**src/rtl/bsens_pkg.sv**
```systemverilog
package bsens_pkg;

    // Source slots: window contact 1, window contact 2, presence 1, presence 2, card holder
    localparam int NSRC = 5;
    localparam int SRC_WIN1 = 0;
    localparam int SRC_WIN2 = 1;
    localparam int SRC_PRES1 = 2;
    localparam int SRC_PRES2 = 3;
    localparam int SRC_CARD = 4;

    // Clock and second tick
    localparam int CLK_PERIOD_NS = 8;
    localparam int SECOND_NS = 1_000_000_000;
    localparam int TICK_CYCLES = SECOND_NS / CLK_PERIOD_NS;

    // Register word indices (byte address = 4 * index)
    localparam logic [5:0] IDX_CTRL = 6'h00;
    localparam logic [5:0] IDX_TIMEOUT = 6'h01;
    localparam logic [5:0] IDX_POLL0 = 6'h02;
    localparam logic [5:0] IDX_POLL4 = 6'h06;
    localparam logic [5:0] IDX_STATE = 6'h08;
    localparam logic [5:0] IDX_INT_STATUS = 6'h09;
    localparam logic [5:0] IDX_INT_CLEAR = 6'h0A;
    localparam logic [5:0] IDX_INT_ENABLE = 6'h0B;
    localparam logic [5:0] IDX_ALARM = 6'h0C;

    // Field positions
    localparam int CTRL_EN_LSB = 0;
    localparam int CTRL_INV_LSB = 8;
    localparam int TO_SS_LSB = 0;
    localparam int TO_MM_LSB = 8;
    localparam int TO_HH_LSB = 16;
    localparam int ST_STATE_LSB = 0;
    localparam int ST_STALE_LSB = 8;
    localparam int ST_SUSPEND_BIT = 16;
    localparam int INT_STALE_LSB = 0;
    localparam int INT_FRESH_LSB = 8;

    // Timeout in seconds: default 00:05:00, ceiling 18:12:15
    localparam logic [5:0] TO_MM_RST = 6'h05;
    localparam logic [15:0] TO_SEC_RST = 16'h012C;
    localparam logic [15:0] TO_MAX_S = 16'hFFFF;
    localparam logic [16:0] SEC_PER_HOUR = 17'h0_0E10;
    localparam logic [16:0] SEC_PER_MIN = 17'h0_003C;

    // Polling interval in seconds: 0 = no reading, else 30 s .. 120 min
    localparam logic [12:0] POLL_MIN_S = 13'h001E;
    localparam logic [12:0] POLL_MAX_S = 13'h1C20;

    // Alarm code shown for a stale source is base plus slot; base value is arbitrary
    localparam logic [7:0] ALARM_CODE_BASE = 8'h40;

    // Values arriving from the bus stack, same clock
    typedef struct packed {
        logic [NSRC-1:0] valid;
        logic [NSRC-1:0] value;
    } sensor_rx_t;

    // Indications toward regulation and display
    typedef struct packed {
        logic suspend;
        logic alarm;
        logic [7:0] code;
    } alarm_out_t;

endpackage

```
**src/rtl/tick_gen.sv**
```systemverilog
`timescale 1ns/1ps
// One-cycle enable pulse every CYCLES clocks
module tick_gen #(
    parameter int CYCLES = bsens_pkg::TICK_CYCLES
) (
    input wire logic clk,
    input wire logic nrst,
    output logic tick
);

    typedef struct packed {
        logic [31:0] cnt;
        logic tick;
    } tick_state_t;

    tick_state_t r;
    tick_state_t n;

    generate
        if (CYCLES < 2) begin : g_bad
            $error("tick_gen: CYCLES must be at least 2");
        end
    endgenerate

    ////////////////////////////////////////////////////////////////////////////
    // Wrap counter; compare against CYCLES-1 so the period is exact
    always_comb begin
        n = r;
        n.tick = 1'b0;
        if (r.cnt >= 32'(CYCLES - 1)) begin
            n.cnt = '0;
            n.tick = 1'b1;
        end else begin
            n.cnt = r.cnt + 32'h0000_0001;
        end
    end

    always_ff @(posedge clk) begin
        if (!nrst) begin
            r <= '0;
        end else begin
            r <= n;
        end
    end

    assign tick = r.tick;

endmodule // tick_gen

```
**src/rtl/bus_binary_sensor_timeout.sv**
```systemverilog
// Chosen here: the AHB-Lite slave port and the address map.
`timescale 1ns/1ps
module bus_binary_sensor_timeout #(
    parameter int TICK_CYCLES = bsens_pkg::TICK_CYCLES
) (
    input wire logic clk,
    input wire logic nrst,
    // AHB-Lite slave
    input wire logic hsel,
    input wire logic [31:0] haddr,
    input wire logic [1:0] htrans,
    input wire logic hwrite,
    input wire logic [2:0] hsize,
    input wire logic [31:0] hwdata,
    input wire logic hready,
    output logic [31:0] hrdata,
    output logic hreadyout,
    output logic hresp,
    // Sensor values from the bus stack
    input wire bsens_pkg::sensor_rx_t rx,
    output logic [bsens_pkg::NSRC-1:0] poll_req,
    output logic [bsens_pkg::NSRC-1:0] sensor_state,
    output bsens_pkg::alarm_out_t alarm_out,
    output logic irq
);

    localparam int N = bsens_pkg::NSRC;

    // Register map; the byte address is four times the word index:
    //   CTRL        RW  [4:0] source enable, [12:8] source invert
    //   TIMEOUT     RW  [5:0] seconds, [13:8] minutes, [20:16] hours
    //   POLL0..4    RW  [12:0] polling interval in seconds, 0 = no polling
    //   STATE       RO  [4:0] source states, [12:8] stale flags, [16] regulation held
    //   INT_STATUS  RO  [4:0] stale events, [12:8] fresh-value events
    //   INT_CLEAR   WO  a one clears the matching status bit; reads zero
    //   INT_ENABLE  RW  [15:0] interrupt mask over INT_STATUS
    //   ALARM       RO  [7:0] alarm code, zero while nothing is stale
    // Unmapped words read zero and drop writes; every answer is OKAY.
    // Polling intervals of 1 to 29 s read back as 30 s, above 120 min as 120 min.
    // The timeout total saturates at 18:12:15 whatever the fields hold.

    typedef struct packed {
        // Configuration
        logic [N-1:0] en;
        logic [N-1:0] inv;
        logic [5:0] to_ss;
        logic [5:0] to_mm;
        logic [4:0] to_hh;
        logic [15:0] to_sec;
        // Freshness window counter
        logic [15:0] to_cnt;
        // Per-source polling interval and counter
        logic [N-1:0][12:0] poll_iv;
        logic [N-1:0][12:0] poll_cnt;
        // Per-source received value and status
        logic [N-1:0] raw;
        logic [N-1:0] updated;
        logic [N-1:0] stale;
        logic [N-1:0] poll;
        logic [N-1:0] state;
        // Interrupt status and mask
        logic [15:0] int_st;
        logic [15:0] int_en;
        // Bus slave: captured address phase and answer
        logic ap_valid;
        logic ap_write;
        logic [5:0] ap_addr;
        logic ready;
        logic [31:0] rdata;
        // Indications toward regulation, display and software
        logic suspend;
        logic alarm;
        logic [7:0] code;
        logic irq;
    } core_t;

    // Registered state and its next value
    core_t r;
    core_t n;
    logic tick;

    generate
        if (TICK_CYCLES < 2) begin : g_bad
            $error("bus_binary_sensor_timeout: TICK_CYCLES must be at least 2");
        end
        // Status fields sit on an 8-bit stride and the poll index is 3 bits
        if (N < 1 || N > 8) begin : g_bad_n
            $error("bus_binary_sensor_timeout: NSRC must be 1 to 8");
        end
    endgenerate

    ////////////////////////////////////////////////////////////////////////////
    // Seconds base for timeout and polling
    // The tick runs free from reset, so a window or interval that starts
    // between ticks can be up to one tick shorter than its setting
    tick_gen #(
        .CYCLES(TICK_CYCLES)
    ) u_tick (
        .clk(clk),
        .nrst(nrst),
        .tick(tick)
    );

    ////////////////////////////////////////////////////////////////////////////
    // Next state
    always_comb begin
        // Working values; each is given a value before any use
        logic [N-1:0] fresh;
        logic [N-1:0] stale_ev;
        logic [15:0] clr;
        logic [16:0] secs;
        logic [12:0] iv;
        logic [2:0] pidx;
        logic [31:0] rd;
        fresh = '0;
        stale_ev = '0;
        clr = '0;
        secs = '0;
        iv = '0;
        pidx = '0;
        rd = '0;
        // Hold everything by default; pulses clear each cycle
        n = r;
        n.poll = '0;

        // Data phase takes one wait state so hrdata comes from a flop
        if (r.ap_valid) begin
            n.ap_valid = 1'b0;
            n.ready = 1'b1;
            pidx = 3'(r.ap_addr - bsens_pkg::IDX_POLL0);
            // Writes land at the end of the wait-state cycle, while hwdata stands
            if (r.ap_write) begin
                if (r.ap_addr == bsens_pkg::IDX_CTRL) begin
                    n.en = hwdata[bsens_pkg::CTRL_EN_LSB +: N];
                    n.inv = hwdata[bsens_pkg::CTRL_INV_LSB +: N];
                end else if (r.ap_addr == bsens_pkg::IDX_TIMEOUT) begin
                    n.to_ss = hwdata[bsens_pkg::TO_SS_LSB +: 6];
                    n.to_mm = hwdata[bsens_pkg::TO_MM_LSB +: 6];
                    n.to_hh = hwdata[bsens_pkg::TO_HH_LSB +: 5];
                    secs = 17'(n.to_hh) * bsens_pkg::SEC_PER_HOUR
                         + 17'(n.to_mm) * bsens_pkg::SEC_PER_MIN + 17'(n.to_ss);
                    // Settings past 18:12:15 saturate at the ceiling
                    if (secs > 17'(bsens_pkg::TO_MAX_S)) begin
                        n.to_sec = bsens_pkg::TO_MAX_S;
                    end else begin
                        n.to_sec = secs[15:0];
                    end
                    // A new setting restarts the window
                    n.to_cnt = '0;
                end else if (r.ap_addr >= bsens_pkg::IDX_POLL0 &&
                             r.ap_addr <= bsens_pkg::IDX_POLL4) begin
                    iv = hwdata[12:0];
                    // Out-of-range intervals are clamped rather than refused
                    if (hwdata[31:13] != '0 || iv > bsens_pkg::POLL_MAX_S) begin
                        iv = bsens_pkg::POLL_MAX_S;
                    end else if (iv != '0 && iv < bsens_pkg::POLL_MIN_S) begin
                        iv = bsens_pkg::POLL_MIN_S;
                    end
                    n.poll_iv[pidx] = iv;
                    // Restart this source's interval only
                    n.poll_cnt[pidx] = '0;
                end else if (r.ap_addr == bsens_pkg::IDX_INT_CLEAR) begin
                    clr = hwdata[15:0];
                end else if (r.ap_addr == bsens_pkg::IDX_INT_ENABLE) begin
                    n.int_en = hwdata[15:0];
                end
            end else begin
                // Read data is registered and holds until the next read
                if (r.ap_addr == bsens_pkg::IDX_CTRL) begin
                    rd[bsens_pkg::CTRL_EN_LSB +: N] = r.en;
                    rd[bsens_pkg::CTRL_INV_LSB +: N] = r.inv;
                end else if (r.ap_addr == bsens_pkg::IDX_TIMEOUT) begin
                    rd[bsens_pkg::TO_SS_LSB +: 6] = r.to_ss;
                    rd[bsens_pkg::TO_MM_LSB +: 6] = r.to_mm;
                    rd[bsens_pkg::TO_HH_LSB +: 5] = r.to_hh;
                end else if (r.ap_addr >= bsens_pkg::IDX_POLL0 &&
                             r.ap_addr <= bsens_pkg::IDX_POLL4) begin
                    rd[12:0] = r.poll_iv[pidx];
                end else if (r.ap_addr == bsens_pkg::IDX_STATE) begin
                    rd[bsens_pkg::ST_STATE_LSB +: N] = r.state;
                    rd[bsens_pkg::ST_STALE_LSB +: N] = r.stale;
                    rd[bsens_pkg::ST_SUSPEND_BIT] = r.suspend;
                end else if (r.ap_addr == bsens_pkg::IDX_INT_STATUS) begin
                    rd[15:0] = r.int_st;
                end else if (r.ap_addr == bsens_pkg::IDX_INT_ENABLE) begin
                    rd[15:0] = r.int_en;
                end else if (r.ap_addr == bsens_pkg::IDX_ALARM) begin
                    rd[7:0] = r.code;
                end
                n.rdata = rd;
            end
        end else if (hsel && hready && htrans[1]) begin
            // Address phase is taken only while the bus is ready; hsize is not checked
            n.ap_valid = 1'b1;
            n.ap_write = hwrite;
            n.ap_addr = haddr[7:2];
            n.ready = 1'b0;
        end

        // Received values; disabled sources are dropped entirely
        // A disabled source keeps its last raw value, but its state reads zero
        fresh = rx.valid & n.en;
        for (int i = 0; i < N; i++) begin
            if (fresh[i]) begin
                n.raw[i] = rx.value[i];
            end
        end
        n.updated = (r.updated | fresh) & n.en;
        n.stale = r.stale & ~fresh & n.en;

        // Polling counters, one per source, advanced on the second tick
        // Disabling a source or setting its interval to zero parks its counter
        for (int i = 0; i < N; i++) begin
            if (!n.en[i] || n.poll_iv[i] == '0) begin
                n.poll_cnt[i] = '0;
            end else if (tick) begin
                if (n.poll_cnt[i] + 13'h0001 >= n.poll_iv[i]) begin
                    n.poll_cnt[i] = '0;
                    n.poll[i] = 1'b1;
                end else begin
                    n.poll_cnt[i] = n.poll_cnt[i] + 13'h0001;
                end
            end
        end

        // Freshness window; zero timeout stops monitoring and drops stale flags
        // Resolution is one tick: the trade for a 16-bit counter over a cycle count
        if (n.to_sec == '0) begin
            n.to_cnt = '0;
            n.stale = '0;
            n.updated = '0;
        end else if (tick) begin
            if (n.to_cnt + 16'h0001 >= n.to_sec) begin
                // A value landing in the expiry cycle still counts for this window
                stale_ev = n.en & ~n.updated;
                n.stale = n.stale | stale_ev;
                n.updated = '0;
                n.to_cnt = '0;
            end else begin
                n.to_cnt = n.to_cnt + 16'h0001;
            end
        end

        // Sensor states with polarity applied
        n.state = (n.raw ^ n.inv) & n.en;

        // Regulation hold and alarm; lowest stale slot names the code
        // Suspend and alarm come from one term, so they can never disagree
        n.suspend = |n.stale;
        n.alarm = |n.stale;
        n.code = '0;
        for (int i = N - 1; i >= 0; i--) begin
            if (n.stale[i]) begin
                n.code = bsens_pkg::ALARM_CODE_BASE + 8'(i);
            end
        end

        // Sticky events: a new event wins over a clear in the same cycle
        // Fresh events are counted for enabled sources only
        n.int_st = (r.int_st & ~clr);
        n.int_st[bsens_pkg::INT_STALE_LSB +: N] = n.int_st[bsens_pkg::INT_STALE_LSB +: N]
                                                 | stale_ev;
        n.int_st[bsens_pkg::INT_FRESH_LSB +: N] = n.int_st[bsens_pkg::INT_FRESH_LSB +: N]
                                                 | fresh;
        n.irq = |(n.int_st & n.int_en);
    end

    ////////////////////////////////////////////////////////////////////////////
    // State register
    always_ff @(posedge clk) begin
        if (!nrst) begin
            // All clear except the five-minute timeout and an idle, ready bus
            r <= '0;
            r.to_mm <= bsens_pkg::TO_MM_RST;
            r.to_sec <= bsens_pkg::TO_SEC_RST;
            r.ready <= 1'b1;
        end else begin
            r <= n;
        end
    end

    ////////////////////////////////////////////////////////////////////////////
    // Outputs straight from the state register, except hresp tied to OKAY
    // Bus slave answer
    assign hrdata = r.rdata;
    assign hreadyout = r.ready;
    assign hresp = 1'b0; // Always OKAY
    // Toward the bus stack, the regulation and the display
    assign poll_req = r.poll;
    assign sensor_state = r.state;
    assign alarm_out.suspend = r.suspend;
    assign alarm_out.alarm = r.alarm;
    assign alarm_out.code = r.code;
    assign irq = r.irq;

endmodule // bus_binary_sensor_timeout

```
**config.mk**
```make
export PLATFORM = sky130hd
export DESIGN_NAME = bus_binary_sensor_timeout
export DESIGN_NICKNAME = d
export VERILOG_FILES = /design/src/rtl/bsens_pkg.sv /design/src/rtl/tick_gen.sv /design/src/rtl/bus_binary_sensor_timeout.sv
export SDC_FILE = /design/constraint.sdc
export NUM_CORES = 1
export LEC_CHECK = 0
export BUFFER_PORTS_ARGS = -buffer_cell sky130_fd_sc_hd__clkbuf_2
export CAP_MARGIN = 20
export CORE_AREA = 2 2 223 225
export DETAILED_ROUTE_END_ITERATION = 8
export DIE_AREA = 0 0 225 227
export HOLD_SLACK_MARGIN = 0.05
export PLACE_DENSITY = 0.63
export SYNTH_ARGS = -nofsm -noshare
export SYNTH_HDL_FRONTEND = slang
export SYNTH_SLANG_ARGS = --single-unit
```
**constraint.sdc**
```tcl
create_clock -name clk -period 9.2 [get_ports clk]
set_clock_uncertainty 0.05 [all_clocks]
set_input_delay 0.46 -clock clk [delete_from_list [all_inputs] [get_ports clk]]
set_output_delay 0.46 -clock clk [all_outputs]
set_load 0.05 [all_outputs]
```
## After elaboration in Yosys (flattened, before gate mapping)

Cells that the tools add are included.

- Output and inout bits: 55
- Bits in registers: 319
- Input bits: 84

- Eq/ne operators: 6
- $add $sub $neg: 10
- Muxes and demuxes: 89
- Order comparisons: 14
- $mul: 2
- Bitwise operators: 23
- Reductions and logical operators: 46

Operators with widths:

| kind | number |
|---|---|
| 2-to-1 mux 189 bit | 2 |
| 2-to-1 mux 16 bit | 17 |
| 2-to-1 mux 13 bit | 20 |
| 2-to-1 mux 130 bit | 2 |
| 2-to-1 mux 179 bit | 1 |
| adder 13 x 1 -> 13 bit (second input constant) | 5 |
| AND 65 bit | 1 |
| bitwise mux 65 bit | 1 |
| >= comparator 13 bit | 5 |
| logical NOT 13 bit | 5 |
| NOT 65 bit | 1 |
| 2-to-1 mux 49 bit | 1 |
| 2-to-1 mux 5 bit | 8 |
| binary-select mux 13 bit (select 3 bit) | 1 |
| demux 13 bit (select 3 bit) | 1 |
| 2-to-1 mux 7 bit | 5 |
| adder 32 x 1 -> 32 bit (second input constant) | 1 |
| AND 16 bit | 2 |
| >= comparator 32 x 27 -> 1 bit (second input constant) | 1 |
| 2-to-1 mux 8 bit | 4 |
| AND 5 bit | 6 |
| equality test 6 x 4 -> 1 bit (second input constant) | 5 |
| 2-to-1 mux 10 bit | 3 |
| OR 5 bit | 4 |
| other kinds (38) | 88 |

## Logic depth before layout (Yosys ltp)

- Word-level depth: 29
- Gate-level depth with buffers: 34
- Gate-level depth less buffers: 31

## Cells and area by module

A second synthesis with hierarchy kept.

- Cell total of the unflattened synthesis: 2372
- Area, all modules: 19403.6 um^2

By module, submodules not included:

| module | area an instance (um^2) | cells each | times used | seq. area each (um^2) |
|---|---|---|---|---|
| bus_binary_sensor_timeout | 17883.4 | 2205 | 1 | 5645.4 |
| tick_gen | 1520.2 | 167 | 1 | 660.6 |

## Worst setup path after synthesis

No wires, ideal clock.

- Path kind: input to register
- From: input port hwdata[11]
- To: register r[250] (netlist bit)
- Stages on the path: 29
- Library setup time: 0.078 ns
- Arrival time: 7.505 ns
- Slack: 1.568 ns
- Path buffers: 2
- Cell sequence: inv_1 > fa_1 > fa_1 > inv_1 > ha_1 > a21oi_1 > xnor2_1 > ha_1 > ha_1 > and2_1 > a221oi_1 > a21oi_1 > o31ai_1 > nor2_1 > xor2_1 > nand2_1 > clkbuf_1 > o22ai_1 > ha_1 > a2111o_1 > a31oi_1 > o21ai_1 > a221o_1 > a221oi_1 > and2_1 > clkbuf_1 > and3b_1 > a21oi_1 > nor3_1

- Longest elaborated chain between the ends: 12
- Elaborated cells between the ends (all ways): 14
- Those cells by class: add/sub: 2; mul: 1; order compare: 2; mux: 7; reduce/logical: 2

RTL lines:

| item | line | text |
|---|---|---|
| start, declared | bus_binary_sensor_timeout.sv:14 | `input wire logic [31:0] hwdata,` |
| multiplier 6 x 4 -> 10 bit * | bus_binary_sensor_timeout.sv:141 | `+ 17'(n.to_mm) * bsens_pkg::SEC_PER_MIN + 17'(n.to_ss);` |
| adder 17 x 12 -> 17 bit * | bus_binary_sensor_timeout.sv:141 |  |
| adder 17 x 6 -> 17 bit * | bus_binary_sensor_timeout.sv:141 |  |
| greater-than comparator 17 x 16 -> 1 bit | bus_binary_sensor_timeout.sv:143 | `if (secs > 17'(bsens_pkg::TO_MAX_S)) begin` |
| 2-to-1 mux 16 bit * | bus_binary_sensor_timeout.sv:143 |  |
| 2-to-1 mux 49 bit * | bus_binary_sensor_timeout.sv:136 | `end else if (r.ap_addr == bsens_pkg::IDX_TIMEOUT) begin` |
| 2-to-1 mux 179 bit * | bus_binary_sensor_timeout.sv:133 | `if (r.ap_addr == bsens_pkg::IDX_CTRL) begin` |
| 2-to-1 mux 189 bit * | bus_binary_sensor_timeout.sv:132 | `if (r.ap_write) begin` |
| 2-to-1 mux 189 bit * | bus_binary_sensor_timeout.sv:127 | `if (r.ap_valid) begin` |
| >= comparator 16 bit | bus_binary_sensor_timeout.sv:233 | `if (n.to_cnt + 16'h0001 >= n.to_sec) begin` |
| 2-to-1 mux 16 bit | bus_binary_sensor_timeout.sv:233 |  |
| 2-to-1 mux 16 bit | bus_binary_sensor_timeout.sv:232 | `end else if (tick) begin` |
| end signal, assigned | bus_binary_sensor_timeout.sv:278 | `r <= n;` |
| end, declared | bus_binary_sensor_timeout.sv:78 | `core_t r;` |

Mark *: on every way between the ends. The rest lies on a longest branch, timed or not.
A chain may end at the register's enable or synchronous reset.

## Worst setup path after layout

- From: input port hwdata[11]
- To: register r, in the netlist alarm_out[6]

- Longest elaborated chain between the ends: 18
- Elaborated cells between the ends (all ways): 19
- Those cells by class: add/sub: 2; mul: 1; order compare: 2; mux: 13; reduce/logical: 1

RTL lines:

| item | line | text |
|---|---|---|
| multiplier 6 x 4 -> 10 bit * | bus_binary_sensor_timeout.sv:141 |  |
| adder 17 x 12 -> 17 bit * | bus_binary_sensor_timeout.sv:141 |  |
| adder 17 x 6 -> 17 bit * | bus_binary_sensor_timeout.sv:141 |  |
| greater-than comparator 17 x 16 -> 1 bit | bus_binary_sensor_timeout.sv:143 |  |
| 2-to-1 mux 16 bit * | bus_binary_sensor_timeout.sv:143 |  |
| 2-to-1 mux 49 bit * | bus_binary_sensor_timeout.sv:136 |  |
| 2-to-1 mux 179 bit * | bus_binary_sensor_timeout.sv:133 |  |
| 2-to-1 mux 189 bit * | bus_binary_sensor_timeout.sv:132 |  |
| 2-to-1 mux 189 bit * | bus_binary_sensor_timeout.sv:127 |  |
| >= comparator 16 bit | bus_binary_sensor_timeout.sv:233 |  |
| 2-to-1 mux 10 bit | bus_binary_sensor_timeout.sv:233 |  |
| 2-to-1 mux 10 bit | bus_binary_sensor_timeout.sv:232 |  |
| 2-to-1 mux 5 bit * | bus_binary_sensor_timeout.sv:228 | `if (n.to_sec == '0) begin` |
| 2-to-1 mux 7 bit (4 in series) | bus_binary_sensor_timeout.sv:253 | `if (n.stale[i]) begin` |
| 2-to-1 mux 7 bit * | bus_binary_sensor_timeout.sv:253 |  |

Marks and branches as above.

==> metrics.cfg <==
[logic_synthesis]
synthTopCellsByCount=nor2_1 (381), dfxtp_1 (315), nand2_1 (245)
synth_edf_count=0
async_flop_share=0
netlist_top_cells_area=dfxtp_1 (33%), ha_1 (10%), nor2_1 (7.6%), nand2_1 (4.9%), mux2i_1 (3.9%)
yosys_warnings=0
postSynthCellCount=2315
syn_area_sq_um=18900
synth-xor-area-share=0.0515
syn_area_per_cell_sq_um=8.15
synth_compound_area_frac=0.155
synth_top_family_by_area=simple AND/OR/NAND/NOR gates
yosysMostFrequentCell=nor2_1
synth_adder_area_share=0.117
synth-main-ff-cell=dfxtp_1
synth_top_cell_by_area=dfxtp_1
synth-simple-area-share=0.225
seq_area_frac_synth=0.334
synth-seq-cells=315
ys_types=78
synth.area.mux_share=0.0589
yosysTopAreaCellShare=0.334

[sta]
whs_ns=0.0702
worst_pin_slew_ns=1.03
setup_viol=0
maxSlewHeadroom=0.309
maxSlewViolCount=0
rsz0062_at_grt=no
fin_crit_ns=8.40
setup_tns_ns=0
fmax_ghz=0.119
hold_viol=0
fin_crit_sh=0.913

[global_route]
grt_pass1_wl_mm=88.1
gr-total-overflow=0
track_usage=0.218
antenna_found_initial=0
grt_max_degree=90
grt_pass1_vias=16200

[floorplanning]
io_pins=139
core_sq_um=48500
die_x_um=225
start_util=0.389
die_area_sq_um=51100
num_rows=81
die_h_um=227

[route]
drc_errors=0
first_pass_iters=5
drt_iter0_drc=1602
via_per_inst=5.68
postRouteAntennaNets=0
vias=16900
routedWlPerCell_um=18.9
wirelength_mm=55.9

[cts]
path_clk_slew_ns=0.06
cts_tree=yes
cts_hold_buf=0
cts-root-buf=clkbuf_16
cts.sinks=315
cts_setup_buffers=0
cts_buffers=38
clock_path_buffers=3
cts-resized-gates=0
h-tree-depth=2
clk_latency_ns=0.56

[cells_and_area]
syn_to_final_growth_pct=9.88
antenna_cells=0
nNetsFinal=2566
fill_cells=4799
drive_gt1_frac=0.0909
stdcell_area_sq_um=20700

[setup_path]
slowest_delay_ns=0.53
critPathSlowestCell=fa_1
critical-path-top-delay-family=compound AO/OA/AOI/OAI gates
critPathBufInv=3
critPathRequiredTime_ns=9.55
start_kind=input pin
end_kind=register
crit_type=input pin to register
path_common_cell=ha_1
cp_data_arrival_time_ns=8.74
crit_path_max_fanout=12

[placement]
dp_hpwl_mm=41.3
io_buffers=92
gp_congestion=0.953
placed_cell_area_sq_um=19500

[pwr]
pwr-share-comb=0.154
p_switching_w=0.000962
p_seq_frac=0.402
p_clk_frac=0.443
leakage_nw=8.20
power.density_nw_per_um2=165
finalPower_w=0.00343
power.internal_w=0.00246
sw_frac_of_total=0.281
ir_worst_vdd_v=0.000113

[worst_hold_path]
hp-class=input pin to register

[run_status]
status=complete, no violations

[run]
drv_cap=0

## state kept, by name (all words and copies together), names as in the netlist
name and cells:
u_tick.r 32, hreadyout 1, alarm_out 5, poll_req 5, r 244, sensor_state 5, u_tick.tick 1, hrdata 21
irq 1
## path summary, 6_finish.rpt
path                                    startpoint                 endpoint  slack, ns  cells past startpoint
worst max-delay path                    hwdata[11]  alarm_out[6]$_SDFF_PN0_       0.80                     28
worst min-delay path                      haddr[2]       r[44]$_SDFFE_PN0P_       0.07                      3
worst min register to register   r[108]$_SDFF_PN0_        r[108]$_SDFF_PN0_       0.40                      2
worst max register to register  r[45]$_SDFFE_PN0P_  alarm_out[6]$_SDFF_PN0_       2.61                     22
## cell families (layout without fill, tap and decap cells)
family,Yosys count,in the layout
AND/OR/NAND/NOR,943,943
adder cells (fa/ha/maj),167,167
buffers and inverters,233,241
flip-flops,315,315
other,1,21
AO/OA/AOI/OAI,448,448
multiplexers,97,97
XOR/XNOR,111,111
## area by class of cell
| type | count | area (sq um) | share of cell area |
|---|---|---|---|
| clock buffer | 53 | 1110 | 0.0534 |
| clock inverter | 15 | 151 | 0.00730 |
| inverter | 65 | 246 | 0.0119 |
| multi-input combinational | 1787 | 11600 | 0.557 |
| sequential | 315 | 6310 | 0.304 |
| tap | 622 | 778 | 0.0375 |
| timing repair buffer | 108 | 588 | 0.0284 |
## per-stage QoR
stage	std cells	setup slack (ns)	utilization
2_1_floorplan	2335	1.57	-
3_3_place_gp	2895	0.621	0.401
3_5_place_dp	2896	0.374	0.401
4_1_cts	2964	0.922	0.427
5_1_grt	2965	0.249	0.427
6_report	2965	0.804	0.427
## layer usage
metal / GRT usage / vias up / wire, um
met5: 0 / - / 0
met4: 0.0786 / 0 / 1880
met3: 0.0321 / 123 / 3780
met2: 0.360 / 606 / 25800
met1: 0.289 / 8049 / 24500
li1: - / 8074 / -
## power by group through the flow
stage / combinational, W / sequential (W) / clock [W]
final: 0.000529 / 0.00138 / 0.00152
after global routing: 0.000589 / 0.00138 / 0.00160
after CTS: 0.000524 / 0.00138 / 0.00155
after detailed placement: 0.000520 / 0.00141 / 0
after global placement: 0.000511 / 0.00141 / 0
after floorplan: 0.000404 / 0.00140 / 0
## placed cells by master, fill, tap and decap left out, types with 25 or more instances in the layout
cell type and n:
a21o_1 25, a21oi_1 143, a22oi_1 55, and3_1 34, clkbuf_16 39, clkbuf_2 92
dfxtp_1 312, ha_1 152, inv_1 62, mux2i_1 74, nand2_1 245, nand3_1 79
nand4_1 28, nor2_1 381, nor3_1 37, nor4_1 25, o21ai_0 44, xnor2_1 52
xor2_1 59
## worst register-to-register path: cells and delay by family (launching register included)
kind                       cells  cell delay [ns]
AOI/OAI and AO/OA              5             1.45
buffers and inverters          2             0.42
xor gates and xnor gates       1             0.15
DFF                            1             0.31
and+or+nand+nor               12             3.47
adders and majority gates      2             0.55
Note: power is estimated with default switching activity, not from simulation.
